**src/cfi_pkg.sv**
```systemverilog
package cfi_pkg;

  // Clock and core memory timing
  localparam int CLK_PERIOD_NS = 8;
  localparam int MEM_CYCLE_NS  = 6000;
  localparam int MEM_GAP_CYC   = (MEM_CYCLE_NS + CLK_PERIOD_NS - 1) / CLK_PERIOD_NS;
  localparam logic [9:0] GAP_LOAD = 10'(MEM_GAP_CYC - 1);

  // Instruction word layout (left half 31:16, right half 15:0)
  localparam int OPC_LSB = 20;
  localparam int LS_BIT  = 19;
  localparam int CLS_LSB = 7;
  localparam int IDX_LSB = 4;
  localparam int RPT_BIT = 3;

  localparam logic [16:0] PC_RESET  = 17'h00000;
  localparam logic [3:0]  MUL_STEPS = 4'hF;

  // Instruction classes
  localparam logic [4:0] CL_HALT   = 5'h00;
  localparam logic [4:0] CL_CLRADD = 5'h01;
  localparam logic [4:0] CL_ADD    = 5'h02;
  localparam logic [4:0] CL_SUB    = 5'h03;
  localparam logic [4:0] CL_STORE  = 5'h04;
  localparam logic [4:0] CL_JUMP   = 5'h05;
  localparam logic [4:0] CL_BRNEG  = 5'h06;
  localparam logic [4:0] CL_LDIDX  = 5'h07;
  localparam logic [4:0] CL_MUL    = 5'h08;
  localparam logic [4:0] CL_DIV    = 5'h09;
  localparam logic [4:0] CL_SHIFT  = 5'h0A;
  localparam logic [4:0] CL_ROUND  = 5'h0B;
  localparam logic [4:0] CL_OPER   = 5'h0C;
  localparam logic [4:0] CL_SENSE  = 5'h0D;
  localparam logic [4:0] CL_IORD   = 5'h0E;
  localparam logic [4:0] CL_IOWR   = 5'h0F;

  localparam logic [2:0] IDX_RACC = 3'h5;

  typedef enum logic [3:0] {
    ST_FETCH, ST_FWAIT, ST_DECODE, ST_OPREQ, ST_OPWAIT, ST_EXEC,
    ST_MDS, ST_NEXT, ST_IOUNIT, ST_IOMEM, ST_IOWAIT, ST_HALT
  } cfi_state_t;

  typedef struct packed {
    logic        req;
    logic        we;
    logic [16:0] addr;
    logic [31:0] wdata;
  } cfi_mem_t;

  typedef struct packed {
    logic       valid;
    logic [7:0] code;
  } cfi_opr_t;

  typedef struct packed {
    logic        busy;
    logic [3:0]  unit;
    logic        to_unit;
    logic        ready;
    logic        word_valid;
    logic [31:0] word;
  } cfi_io_t;

endpackage
```
**src/cfi_core.sv**
```systemverilog
`timescale 1ns/1ps

// Behaviour
// - Opcode field bits of each fetched instruction load the operation register and decode.
// - Decoded class drives all element controls at class-specific states.
// - Fetch phase copies program counter to address register of memory, then increments.
// - Jump loads program counter from effective address, then next fetch addresses it.
// - Fetch phase captures right half-word into address register for memory addressing.
// - Extra high address bit is captured with the address for the large bank.
// - One program counter, one address register, four index registers.
// - Index registers load up to two to seventeen less one; contents add to address.
// - Repeating indexed instruction decrements its index register every repetition.
// - Right accumulator may serve as a fifth index source.
// - Two identical arithmetic halves work on left and right half-words together.
// - Operands are handled alike whether they hold instructions or data.
// - Operand moves from memory buffer to A register before arithmetic.
// - Per-bit adders form sum and carry from accumulator and A bits.
// - Accumulators hold sum, difference, product high part, remainder; they shift.
// - B registers extend accumulators for multiply, divide and shift; no adder.
// - Operate instruction issues an unconditional command pulse to a unit.
// - Sense instruction branches on a synchronised unit status bit.
// - Selection checks an IO transfer is requested and starts the IO element.
// - IO element counts words, steps memory address, names unit, buffers words.
// - Core memory accesses are spaced at least one six microsecond cycle apart.
// - Memory address comes from program counter, effective address or IO address.
module cfi_core (
  input  wire logic              i_mclk,
  input  wire logic              i_rst_n,
  output cfi_pkg::cfi_mem_t      o_mem,
  input  wire logic              i_mem_rvalid,
  input  wire logic [31:0]       i_mem_rdata,
  input  wire logic [7:0]        i_unit_status,
  output cfi_pkg::cfi_opr_t      o_operate,
  output cfi_pkg::cfi_io_t       o_io,
  input  wire logic              i_io_valid,
  input  wire logic [31:0]       i_io_word,
  input  wire logic              i_io_take,
  output logic                   o_program_fetch_phase,
  output logic                   o_halted
);

  typedef struct packed {
    cfi_pkg::cfi_state_t st;
    logic [16:0]         pc;
    logic [16:0]         ar;
    logic [11:0]         opreg;
    logic [3:0][16:0]    xr;
    logic [1:0][15:0]    acc;
    logic [1:0][15:0]    a;
    logic [1:0][15:0]    b;
    logic [3:0]          step;
    logic [9:0]          gap;
    logic [31:0]         iobuf;
    logic [16:0]         ioaddr;
    logic [15:0]         iocnt;
    logic [3:0]          iounit;
    logic                iodir;
    logic [2:0][7:0]     sy;
    logic [7:0]          stat;
    cfi_pkg::cfi_mem_t   mem;
    cfi_pkg::cfi_opr_t   opr;
    logic                ftch;
    logic                halted;
  } cfi_regs_t;

  cfi_regs_t s;
  cfi_regs_t next_s;

  function automatic logic [4:0] op_class(input logic [11:0] op);
    return op[cfi_pkg::CLS_LSB +: 5];
  endfunction

  function automatic logic [2:0] op_idx(input logic [11:0] op);
    return op[cfi_pkg::IDX_LSB +: 3];
  endfunction

  // Ripple adder, sum and carry per bit
  function automatic logic [16:0] add16(input logic [15:0] x,
                                        input logic [15:0] y,
                                        input logic        cin);
    logic        c;
    logic [15:0] sm;
    c  = cin;
    sm = 16'h0000;
    for (int i = 0; i < 16; i++) begin
      sm[i] = x[i] ^ y[i] ^ c;
      c     = (x[i] & y[i]) | (c & (x[i] ^ y[i]));
    end
    return {c, sm};
  endfunction

  logic [16:0] ea;
  logic [16:0] sum;
  logic [16:0] rem;
  logic [2:0]  isel;
  logic        rpt_ok;

  // Effective address; the stored instruction is never rewritten
  always_comb begin
    isel = op_idx(s.opreg);
    case (isel)
      3'h1, 3'h2, 3'h3, 3'h4: ea = 17'(s.ar + s.xr[isel - 3'h1]);
      cfi_pkg::IDX_RACC:      ea = 17'(s.ar + {1'b0, s.acc[1]});
      default:                ea = s.ar;
    endcase
    rpt_ok = s.opreg[cfi_pkg::RPT_BIT] && isel >= 3'h1 && isel <= 3'h4;
  end

  always_comb begin
    next_s         = s;
    sum            = 17'h00000;
    rem            = 17'h00000;
    next_s.mem.req = 1'b0;
    next_s.mem.we  = 1'b0;
    next_s.opr.valid = 1'b0;
    next_s.ftch    = 1'b0;
    if (s.gap != 10'h000) begin
      next_s.gap = s.gap - 10'h001;
    end
    next_s.sy[0] = i_unit_status;
    next_s.sy[1] = s.sy[0];
    next_s.sy[2] = s.sy[1];
    if (s.sy[1] == s.sy[2]) begin
      next_s.stat = s.sy[2];
    end
    case (s.st)
      cfi_pkg::ST_FETCH: begin
        if (s.gap == 10'h000) begin
          next_s.mem.req  = 1'b1;
          next_s.mem.addr = s.pc;
          next_s.pc       = 17'(s.pc + 17'h00001);
          next_s.gap      = cfi_pkg::GAP_LOAD;
          next_s.ftch     = 1'b1;
          next_s.st       = cfi_pkg::ST_FWAIT;
        end
      end
      cfi_pkg::ST_FWAIT: begin
        if (i_mem_rvalid) begin
          next_s.opreg = i_mem_rdata[cfi_pkg::OPC_LSB +: 12];
          next_s.ar    = {i_mem_rdata[cfi_pkg::LS_BIT], i_mem_rdata[15:0]};
          next_s.st    = cfi_pkg::ST_DECODE;
        end
      end
      cfi_pkg::ST_DECODE: begin
        next_s.st = cfi_pkg::ST_FETCH;
        case (op_class(s.opreg))
          cfi_pkg::CL_HALT: begin
            next_s.halted = 1'b1;
            next_s.st     = cfi_pkg::ST_HALT;
          end
          cfi_pkg::CL_JUMP: begin
            next_s.pc = ea;
          end
          cfi_pkg::CL_BRNEG: begin
            if (s.acc[0][15]) begin
              next_s.pc = ea;
            end
          end
          cfi_pkg::CL_LDIDX: begin
            if (isel >= 3'h1 && isel <= 3'h4) begin
              next_s.xr[isel - 3'h1] = s.ar;
            end
          end
          cfi_pkg::CL_SHIFT, cfi_pkg::CL_ROUND: begin
            next_s.st = cfi_pkg::ST_EXEC;
          end
          cfi_pkg::CL_OPER: begin
            next_s.opr.valid = 1'b1;
            next_s.opr.code  = s.ar[7:0];
          end
          cfi_pkg::CL_SENSE: begin
            if (s.stat[s.opreg[2:0]]) begin
              next_s.pc = ea;
            end
          end
          cfi_pkg::CL_IORD, cfi_pkg::CL_IOWR: begin
            if (s.acc[1] != 16'h0000) begin
              next_s.iocnt  = s.acc[1];
              next_s.ioaddr = ea;
              next_s.iounit = s.opreg[3:0];
              next_s.iodir  = op_class(s.opreg) == cfi_pkg::CL_IOWR;
              next_s.st     = next_s.iodir ? cfi_pkg::ST_IOMEM : cfi_pkg::ST_IOUNIT;
            end
          end
          cfi_pkg::CL_CLRADD, cfi_pkg::CL_ADD, cfi_pkg::CL_SUB,
          cfi_pkg::CL_STORE, cfi_pkg::CL_MUL, cfi_pkg::CL_DIV: begin
            next_s.st = cfi_pkg::ST_OPREQ;
          end
          default: begin
            next_s.st = cfi_pkg::ST_FETCH;
          end
        endcase
      end
      cfi_pkg::ST_OPREQ: begin
        if (s.gap == 10'h000) begin
          next_s.mem.req  = 1'b1;
          next_s.mem.addr = ea;
          next_s.gap      = cfi_pkg::GAP_LOAD;
          if (op_class(s.opreg) == cfi_pkg::CL_STORE) begin
            next_s.mem.we    = 1'b1;
            next_s.mem.wdata = {s.acc[0], s.acc[1]};
            next_s.st        = cfi_pkg::ST_NEXT;
          end else begin
            next_s.st = cfi_pkg::ST_OPWAIT;
          end
        end
      end
      cfi_pkg::ST_OPWAIT: begin
        if (i_mem_rvalid) begin
          next_s.a[0] = i_mem_rdata[31:16];
          next_s.a[1] = i_mem_rdata[15:0];
          next_s.st   = cfi_pkg::ST_EXEC;
        end
      end
      cfi_pkg::ST_EXEC: begin
        next_s.st   = cfi_pkg::ST_NEXT;
        next_s.step = 4'h0;
        for (int h = 0; h < 2; h++) begin
          case (op_class(s.opreg))
            cfi_pkg::CL_CLRADD: begin
              sum           = add16(16'h0000, s.a[h], 1'b0);
              next_s.acc[h] = sum[15:0];
              next_s.a[h]   = 16'h0000;
            end
            cfi_pkg::CL_ADD: begin
              sum           = add16(s.acc[h], s.a[h], 1'b0);
              next_s.acc[h] = sum[15:0];
              next_s.a[h]   = 16'h0000;
            end
            cfi_pkg::CL_SUB: begin
              sum           = add16(s.acc[h], ~s.a[h], 1'b1);
              next_s.acc[h] = sum[15:0];
              next_s.a[h]   = 16'h0000;
            end
            cfi_pkg::CL_MUL: begin
              next_s.b[h]   = s.acc[h];
              next_s.acc[h] = 16'h0000;
              next_s.st     = cfi_pkg::ST_MDS;
            end
            cfi_pkg::CL_DIV: begin
              next_s.st = cfi_pkg::ST_MDS;
            end
            cfi_pkg::CL_SHIFT: begin
              {next_s.acc[h], next_s.b[h]} =
                {s.acc[h], s.b[h]} >> ({1'b0, s.opreg[2:0]} + 4'h1);
            end
            cfi_pkg::CL_ROUND: begin
              sum           = add16(s.acc[h], 16'h0000, s.b[h][15]);
              next_s.acc[h] = sum[15:0];
              next_s.b[h]   = 16'h0000;
            end
            default: begin
              next_s.st = cfi_pkg::ST_NEXT;
            end
          endcase
        end
      end
      cfi_pkg::ST_MDS: begin
        next_s.step = s.step + 4'h1;
        for (int h = 0; h < 2; h++) begin
          if (op_class(s.opreg) == cfi_pkg::CL_MUL) begin
            sum           = s.b[h][0] ? add16(s.acc[h], s.a[h], 1'b0) : {1'b0, s.acc[h]};
            next_s.acc[h] = sum[16:1];
            next_s.b[h]   = {sum[0], s.b[h][15:1]};
          end else begin
            rem = {s.acc[h], s.b[h][15]};
            if (rem >= {1'b0, s.a[h]}) begin
              next_s.acc[h] = 16'(rem - {1'b0, s.a[h]});
              next_s.b[h]   = {s.b[h][14:0], 1'b1};
            end else begin
              next_s.acc[h] = rem[15:0];
              next_s.b[h]   = {s.b[h][14:0], 1'b0};
            end
          end
        end
        if (s.step == cfi_pkg::MUL_STEPS) begin
          next_s.st = cfi_pkg::ST_NEXT;
        end
      end
      cfi_pkg::ST_NEXT: begin
        next_s.st = cfi_pkg::ST_FETCH;
        if (rpt_ok && s.xr[isel - 3'h1] != 17'h00000) begin
          next_s.xr[isel - 3'h1] = 17'(s.xr[isel - 3'h1] - 17'h00001);
          next_s.st              = cfi_pkg::ST_OPREQ;
        end
      end
      cfi_pkg::ST_IOUNIT: begin
        if (!s.iodir && i_io_valid) begin
          next_s.iobuf = i_io_word;
          next_s.st    = cfi_pkg::ST_IOMEM;
        end else if (s.iodir && i_io_take) begin
          next_s.st = (s.iocnt == 16'h0000) ? cfi_pkg::ST_FETCH : cfi_pkg::ST_IOMEM;
        end
      end
      cfi_pkg::ST_IOMEM: begin
        if (s.gap == 10'h000) begin
          next_s.mem.req  = 1'b1;
          next_s.mem.addr = s.ioaddr;
          next_s.gap      = cfi_pkg::GAP_LOAD;
          if (s.iodir) begin
            next_s.st = cfi_pkg::ST_IOWAIT;
          end else begin
            next_s.mem.we    = 1'b1;
            next_s.mem.wdata = s.iobuf;
            next_s.ioaddr    = 17'(s.ioaddr + 17'h00001);
            next_s.iocnt     = s.iocnt - 16'h0001;
            next_s.st = (s.iocnt == 16'h0001) ? cfi_pkg::ST_FETCH : cfi_pkg::ST_IOUNIT;
          end
        end
      end
      cfi_pkg::ST_IOWAIT: begin
        if (i_mem_rvalid) begin
          next_s.iobuf  = i_mem_rdata;
          next_s.ioaddr = 17'(s.ioaddr + 17'h00001);
          next_s.iocnt  = s.iocnt - 16'h0001;
          next_s.st     = cfi_pkg::ST_IOUNIT;
        end
      end
      cfi_pkg::ST_HALT: begin
        next_s.halted = 1'b1;
      end
      default: begin
        next_s.st = cfi_pkg::ST_FETCH;
      end
    endcase
  end

  always_ff @(posedge i_mclk) begin
    if (!i_rst_n) begin
      s    <= '0;
      s.pc <= cfi_pkg::PC_RESET;
    end else begin
      s <= next_s;
    end
  end

  // Unit-facing handshakes from state
  always_comb begin
    o_io.busy       = s.st == cfi_pkg::ST_IOUNIT || s.st == cfi_pkg::ST_IOMEM ||
                      s.st == cfi_pkg::ST_IOWAIT;
    o_io.unit       = s.iounit;
    o_io.to_unit    = s.iodir;
    o_io.ready      = s.st == cfi_pkg::ST_IOUNIT && !s.iodir;
    o_io.word_valid = s.st == cfi_pkg::ST_IOUNIT && s.iodir;
    o_io.word       = s.iobuf;
  end

  assign o_mem                 = s.mem;
  assign o_operate             = s.opr;
  assign o_program_fetch_phase = s.ftch;
  assign o_halted              = s.halted;

endmodule // cfi_core

```
**config.mk**
```make
export PLATFORM = sky130hd
export DESIGN_NAME = cfi_core
export DESIGN_NICKNAME = d
export VERILOG_FILES = /design/src/cfi_pkg.sv /design/src/cfi_core.sv
export SDC_FILE = /design/constraint.sdc
export NUM_CORES = 2
export LEC_CHECK = 0
export BUFFER_PORTS_ARGS = -buffer_cell sky130_fd_sc_hd__buf_4
export CORE_UTILIZATION = 50
export CTS_BUF_LIST = sky130_fd_sc_hd__clkbuf_4 sky130_fd_sc_hd__clkbuf_8
export DETAILED_ROUTE_END_ITERATION = 10
export GPL_TIMING_DRIVEN = 0
export HOLD_SLACK_MARGIN = 0.03
export PLACE_DENSITY = 0.78
export SETUP_SLACK_MARGIN = 0.05
export SLEW_MARGIN = 10
export SYNTH_ARGS = -nofsm -noshare
export SYNTH_HDL_FRONTEND = slang
export SYNTH_SLANG_ARGS = --single-unit
```
**constraint.sdc**
```tcl
create_clock -name i_mclk -period 12.64 [get_ports i_mclk]
set_input_delay 0.632 -clock i_mclk [delete_from_list [all_inputs] [get_ports i_mclk]]
set_output_delay 0.632 -clock i_mclk [all_outputs]
set_load 0.05 [all_outputs]
```
**Word-level counts from Yosys, hierarchy flattened**

Index checks and enable logic that the tools add are counted.

- Register bits: 392
- Word-level logic and storage cells: 614
- Output and inout port bits: 102
- Bits of input ports: 77

- Bitwise gates (word level): 371
- Reductions and logical operators: 51
- Magnitude comparators: 7
- Mux-type cells: 81
- Shifts and indexed selects: 2
- $add $sub $neg: 12
- Eq/ne operators: 57

Operators by type and width:

| cell | number |
|---|---|
| one-hot mux 32 bit (2 select lines) | 4 |
| 2-to-1 mux 68 bit | 3 |
| one-hot mux 16 bit (6 select lines) | 2 |
| bitwise XOR 1 bit | 156 |
| bitwise AND 1 bit | 150 |
| bitwise mux 68 bit | 2 |
| one-hot mux 68 bit (2 select lines) | 1 |
| 2-to-1 mux 32 bit | 4 |
| 2-to-1 mux 17 bit | 7 |
| 2-to-1 mux 16 bit | 7 |
| 2-to-1 mux 51 bit | 2 |
| one-hot mux 17 bit (3 select lines) | 2 |
| one-hot mux 33 bit (3 select lines) | 1 |
| one-hot mux 16 bit (3 select lines) | 2 |
| 2-to-1 mux 38 bit | 2 |
| one-hot mux 36 bit (2 select lines) | 1 |
| one-hot mux 17 bit (2 select lines) | 2 |
| 2-to-1 mux 33 bit | 2 |
| 2-to-1 mux 65 bit | 1 |
| >> shifter 32 x 4 -> 32 bit | 2 |
| OR 1 bit | 60 |
| 2-to-1 mux 4 bit | 12 |
| one-hot mux 4 bit (12 select lines) | 1 |
| == test 5 x 4 -> 1 bit (second input constant) | 8 |
| other kinds (68) | 147 |

**Depth between registers and ports, before layout**

- Word-level depth: 34
- Depth in mapped cells: 26
- Mapped depth without buffers: 25

**Worst setup path before layout**

No wires, ideal clock.

- Path kind: register to register
- Start: reg s[259] (netlist bit)
- End: reg s[273] (netlist bit)
- Arrival: 6.963 ns
- Setup time: 0.126 ns
- Buffers on the path: 0
- Clock period less this slack: 7.089 ns
- Cell stages (with the launch flop): 22
- Slack: 5.551 ns
- Required time: 12.514 ns
- Cell sequence: dfxtp_1 > inv_1 > fa_1 > fa_1 > fa_1 > fa_1 > fa_1 > fa_1 > fa_1 > fa_1 > fa_1 > fa_1 > fa_1 > fa_1 > fa_1 > fa_1 > inv_1 > fa_1 > a222oi_1 > nor2_1 > a21oi_1 > o32ai_1

- Longest elaborated chain between the ends: 34
- Elaborated cells between the ends (all ways): 87
- Classes of those cells: add/sub (1); order compare (1); shift (1); mux (5); bitwise (79)

Ends and longest elaborated chain:

| element | line | source |
|---|---|---|
| start: declaration | cfi_core.sv:66 | `cfi_regs_t s;` |
| start signal: assignment | cfi_core.sv:333 | `s <= next_s;` |
| bitwise XOR 1 bit | cfi_core.sv:87 | `c = (x[i] & y[i]) \| (c & (x[i] ^ y[i]));` |
| bitwise AND 1 bit | cfi_core.sv:87 |  |
| OR 1 bit | cfi_core.sv:87 |  |
| bitwise AND 1 bit | cfi_core.sv:87 |  |
| OR 1 bit | cfi_core.sv:87 |  |
| bitwise AND 1 bit | cfi_core.sv:87 |  |
| OR 1 bit | cfi_core.sv:87 |  |
| bitwise AND 1 bit | cfi_core.sv:87 |  |
| [18 not listed] | - |  |
| OR 1 bit | cfi_core.sv:87 |  |
| bitwise AND 1 bit | cfi_core.sv:87 |  |
| OR 1 bit | cfi_core.sv:87 |  |
| bitwise AND 1 bit | - |  |
| OR 1 bit | - |  |
| 2-to-1 mux 17 bit | cfi_core.sv:262 | `sum = s.b[h][0] ? add16(s.acc[h], s.a[h], 1'b0) : {1'b0, s.acc[h]};` |
| 2-to-1 mux 16 bit | cfi_core.sv:261 | `if (op_class(s.opreg) == cfi_pkg::CL_MUL) begin` |
| one-hot mux 32 bit (2 select lines) (*) | cfi_core.sv:126 | `case (s.st)` |

Every way passes the cells marked *; elsewhere a longest branch is shown, timed or not.
A chain may end at the register's enable or synchronous reset.

**Worst setup path in the final report**

Ends and elaborated chain as after synthesis.

==> flow_summary.html <==
<table>
<tr><th>Metric</th><th>Value</th></tr>
<tr><th colspan="2">Outcome</th></tr>
<tr><td>Outcome</td><td>finished, final reports clean</td></tr>
<tr><th colspan="2">Cells and area</th></tr>
<tr><td>Area growth from synthesis to layout</td><td>13.8%</td></tr>
<tr><td>NumNets Final</td><td>3,922</td></tr>
<tr><td>Fraction of final layout cells with drive strength greater than 1</td><td>14.0%</td></tr>
<tr><td>Final Cell Area</td><td>31,000 um^2</td></tr>
<tr><td>Layout filler cell count</td><td>5,055</td></tr>
<tr><th colspan="2">Drt</th></tr>
<tr><td>Routed length per instance</td><td>26.1 um</td></tr>
<tr><td>Detailed-route DRC error count</td><td>0</td></tr>
<tr><td>Remaining number of nets flagged by the antenna check after routing</td><td>0</td></tr>
<tr><td>First DRT Iteration DRCs</td><td>4,483</td></tr>
<tr><td>Vias per cell</td><td>6.68</td></tr>
<tr><td>Count of vias placed by the detailed router</td><td>29,630</td></tr>
<tr><td>Router iterations before antenna repair</td><td>9</td></tr>
<tr><td>Total Routed Length</td><td>116 mm</td></tr>
<tr><th colspan="2">Timing</th></tr>
<tr><td>Pin slew with the least headroom to its limit</td><td>1.31 ns</td></tr>
<tr><td>Max-Slew Margin vs Limit</td><td>13.0%</td></tr>
<tr><td>Number of endpoints failing setup at the final stage</td><td>0</td></tr>
<tr><td>RSZ-0062 raised after global routing</td><td>false</td></tr>
<tr><td>Fmax</td><td>0.115 GHz</td></tr>
<tr><td>Final total negative setup slack</td><td>0 ns</td></tr>
<tr><td>Worst setup skew after layout</td><td>0.0551 ns</td></tr>
<tr><td>Max Slew Vio Count</td><td>0</td></tr>
<tr><td>Tcrit/Tclk final</td><td>69.0%</td></tr>
<tr><td>Final critical-path required period</td><td>8.72 ns</td></tr>
<tr><td>Final-report hold violation count</td><td>0</td></tr>
<tr><th colspan="2">Die</th></tr>
<tr><td>Die boundary width</td><td>236 um</td></tr>
<tr><td>Die Height</td><td>236 um</td></tr>
<tr><td>Cell row count</td><td>85</td></tr>
<tr><td>I/O pin count</td><td>179</td></tr>
<tr><td>Starting Density</td><td>50.7%</td></tr>
<tr><td>Core Box Area</td><td>53,800 um^2</td></tr>
<tr><td>Die Area</td><td>55,500 um^2</td></tr>
<tr><th colspan="2">Power and ir drop</th></tr>
<tr><td>Power density over the cells</td><td>131 nW/um^2</td></tr>
<tr><td>LEAKAGE</td><td>11.6 nW</td></tr>
<tr><td>Maximum ir drop on the vdd rail</td><td>0.0792 mV</td></tr>
<tr><th colspan="2">GRT</th></tr>
<tr><td>Total overflow reported by the global router</td><td>0</td></tr>
<tr><td>Antenna violations before repair</td><td>2</td></tr>
<tr><td>Global-route wire length before repair</td><td>171 mm</td></tr>
<tr><td>Pin count of the biggest net entering global routing</td><td>12</td></tr>
<tr><td>Via count of the first global-routing pass</td><td>27,352</td></tr>
<tr><td>Overall Global Routing Usage</td><td>40.4%</td></tr>
<tr><th colspan="2">CTS</th></tr>
<tr><td>CTS tree</td><td>built</td></tr>
<tr><td>Post-CTS clock slew at the launch and capture registers of the worst setup and hold paths</td><td>0.07 ns</td></tr>
<tr><td>Maximum number of buffers from clock root to sink</td><td>3</td></tr>
<tr><td>TritonCTS Buffers</td><td>72</td></tr>
<tr><td>Clock sinks</td><td>392</td></tr>
<tr><td>Number of resized instances in the post-cts repair step</td><td>0</td></tr>
<tr><td># hold bufs at CTS</td><td>0</td></tr>
<tr><td>Total setup buffers inserted after CTS</td><td>0</td></tr>
<tr><td>Clock insertion delay at the later pin of the skew report</td><td>0.71 ns</td></tr>
<tr><td>H-tree lvl count</td><td>3</td></tr>
<tr><td>Root buffer cell</td><td>clkbuf_8</td></tr>
<tr><th colspan="2">Synth</th></tr>
<tr><td>Post-synthesis instance area</td><td>27,300 um^2</td></tr>
<tr><td>Avg Synthesized Cell Area</td><td>7.94 um^2</td></tr>
<tr><td>Post-Synthesis Net Count</td><td>3,671</td></tr>
<tr><td>Primary flip-flop cell chosen by synthesis mapping</td><td>dfxtp_1</td></tr>
<tr><td>Number of register bits inferred by synthesis</td><td>392</td></tr>
<tr><td>Main area contributors after synthesis</td><td>dfxtp_1 29%, mux2i_1 5.7%, a21oi_1 5.6%, nand2_1 5.4%, nor2_1 5.0%</td></tr>
<tr><td>Number of distinct library cell variants in the gate-level netlist after synthesis</td><td>95</td></tr>
<tr><td>Synthesis warning total</td><td>0</td></tr>
<tr><td>Most numerous cell in the Yosys netlist</td><td>nand2_1</td></tr>
<tr><td>Most numerous cell types in the synthesized netlist</td><td>395 x nand2_1, 392 x dfxtp_1, 360 x nor2_1</td></tr>
<tr><td>Synth Instances</td><td>3,433</td></tr>
<tr><td>Yosys top cell area share</td><td>28.8%</td></tr>
<tr><td>Share of synthesized area occupied by flip-flops and latches</td><td>28.8%</td></tr>
<tr><td>Count of flip-flops with a built-in enable after synthesis</td><td>0</td></tr>
<tr><td>Leading area contributor after synthesis</td><td>dfxtp_1</td></tr>
<tr><td>Ys async rst share</td><td>0%</td></tr>
<tr><th colspan="2">Min path</th></tr>
<tr><td>Startpoint of the lowest-slack hold path</td><td>i_unit_status[0]</td></tr>
<tr><td>Instance count along the most critical hold path</td><td>2</td></tr>
<tr><td>End of the worst hold path</td><td>next_s[78]$_SDFF_PN0_</td></tr>
<tr><td>Worst min-delay path category</td><td>input port to flip-flop</td></tr>
<tr><th colspan="2">Placement</th></tr>
<tr><td>Detailed placer's ending HPWL</td><td>86.8 mm</td></tr>
<tr><td>IO buf count</td><td>177</td></tr>
<tr><td>Total cell area at the placement stage</td><td>29,500 um^2</td></tr>
<tr><td>Global placement routability congestion</td><td>1.07</td></tr>
<tr><th colspan="2">Setup path</th></tr>
<tr><td>Internal reg-to-reg setup slack</td><td>3.92 ns</td></tr>
<tr><td>Crit Path Class</td><td>flip-flop to flip-flop</td></tr>
<tr><td>Worst reg2reg path depth</td><td>21</td></tr>
<tr><td>Crit Reg-Reg Startpoint</td><td>s[259]$_SDFFE_PN0P_</td></tr>
<tr><td>End of the worst register-to-register path</td><td>s[273]$_SDFFE_PN0P_</td></tr>
<tr><td>Worst endpoint required time</td><td>13.17 ns</td></tr>
<tr><td>Critical path fanouts, max</td><td>10</td></tr>
<tr><td>Startpoint class of the critical path</td><td>flip-flop</td></tr>
<tr><td>Data arrival time of the critical path</td><td>9.26 ns</td></tr>
<tr><td>Critical Path Sink Type</td><td>flip-flop</td></tr>
<tr><th colspan="2">Run</th></tr>
<tr><td>Reported max-cap violation count</td><td>0</td></tr>
</table>
where the power goes:
group	internal [mW]	total, mW	switching [mW]
logic	0.425	1.31	0.881
clock network	0.723	1.34	0.618
registers	1.32	1.41	0.0870
total	2.47	4.05	1.59
worst max-delay path by stage:
| stage | slack, ns | depth (start not counted) | startpoint | end |
|---|---|---|---|---|
| 2_1_floorplan | 5.55 | 21 | s[259]$_SDFFE_PN0P_ | s[273]$_SDFFE_PN0P_ |
| 3_3_place_gp | 4.24 | 21 | s[259]$_SDFFE_PN0P_ | s[273]$_SDFFE_PN0P_ |
| 3_5_place_dp | 4.26 | 21 | s[259]$_SDFFE_PN0P_ | s[273]$_SDFFE_PN0P_ |
| 4_1_cts | 4.23 | 21 | s[259]$_SDFFE_PN0P_ | s[273]$_SDFFE_PN0P_ |
| 5_1_grt | 3.98 | 21 | s[259]$_SDFFE_PN0P_ | s[273]$_SDFFE_PN0P_ |
| 6_report | 3.92 | 21 | s[259]$_SDFFE_PN0P_ | s[273]$_SDFFE_PN0P_ |
cells in the final DEF (no fill, tap or decap), types with 50 or more instances in the layout:
cell,Yosys,routed
a211oi_1,77,77
a21oi_1,307,307
a22oi_1,50,50
a311oi_1,66,66
buf_4,101,278
clkbuf_1,213,212
clkbuf_8,0,87
dfxtp_1,392,392
fa_1,61,61
ha_1,100,100
inv_1,104,104
mux2i_1,156,156
nand2_1,395,395
nand3_1,96,96
nor2_1,360,360
nor3_1,77,77
o21ai_0,188,188
metrics by stage:
step	instances	setup slack, ns	hold WS [ns]	power, mW	utilization, %
3_3_place_gp	4306	4.24	0.413	2.67	54.8
4_1_cts	4436	4.23	0.141	4.00	57.7
3_5_place_dp	4306	4.26	0.417	2.68	54.8
5_1_grt	4437	3.98	0.161	4.18	57.7
2_1_floorplan	3433	5.55	0.412	2.28	-
6_report	4438	3.92	0.172	4.05	57.7
critical path, cell delays in order, from the launching register on:
cell and delay (ns):
dfxtp_1 0.92, inv_1 0.51, fa_1 0.55, fa_1 0.39
fa_1 0.39, fa_1 0.39, fa_1 0.39, fa_1 0.43
fa_1 0.41, fa_1 0.43, fa_1 0.44, fa_1 0.41
fa_1 0.40, fa_1 0.40, fa_1 0.43, fa_1 0.38
inv_1 0.08, fa_1 0.42, a222oi_1 0.44, nor2_1 0.08
a21oi_1 0.17, o32ai_1 0.11
metal layers:
| layer | routed length, um | track usage [%] | vias to the layer above |
|---|---|---|---|
| met3 | 17300 | 13.1 | 547 |
| met4 | 7860 | 24.1 | 0 |
| met2 | 47100 | 58.5 | 2441 |
| met1 | 43600 | 52.2 | 13786 |
| met5 | 0 | 0 | - |
| li1 | - | - | 12856 |
registers in the layout, summed over array words and instances, names as in the netlist:
name	cells
o_halted	1
o_program_fetch_phase	1
next_s	16
isel	3
o_mem	51
o_operate	9
s	274
o_io	37
kinds of logic after synthesis:
logic type      share of synthesized area (%)
xor+xnor                                 2.15
simple gates                             18.4
mux                                      8.78
buf+inv                                  8.20
flops                                    28.8
compound gates                           24.7
fa+ha+maj                                9.06
final cells by class:
cell class / count / area (um^2) / area share (%)
multi-input combinational: 2565 / 17200 / 55.4
timing repair buffer: 177 / 1330 / 4.28
tap: 696 / 871 / 2.81
inverter: 106 / 398 / 1.28
sequential: 392 / 7850 / 25.3
buffer: 370 / 1840 / 5.93
antenna: 2 / 5.00 / 0.0161
clock buffer: 103 / 1320 / 4.25
clock inverter: 27 / 231 / 0.746
(Power assumes the default switching activity.)
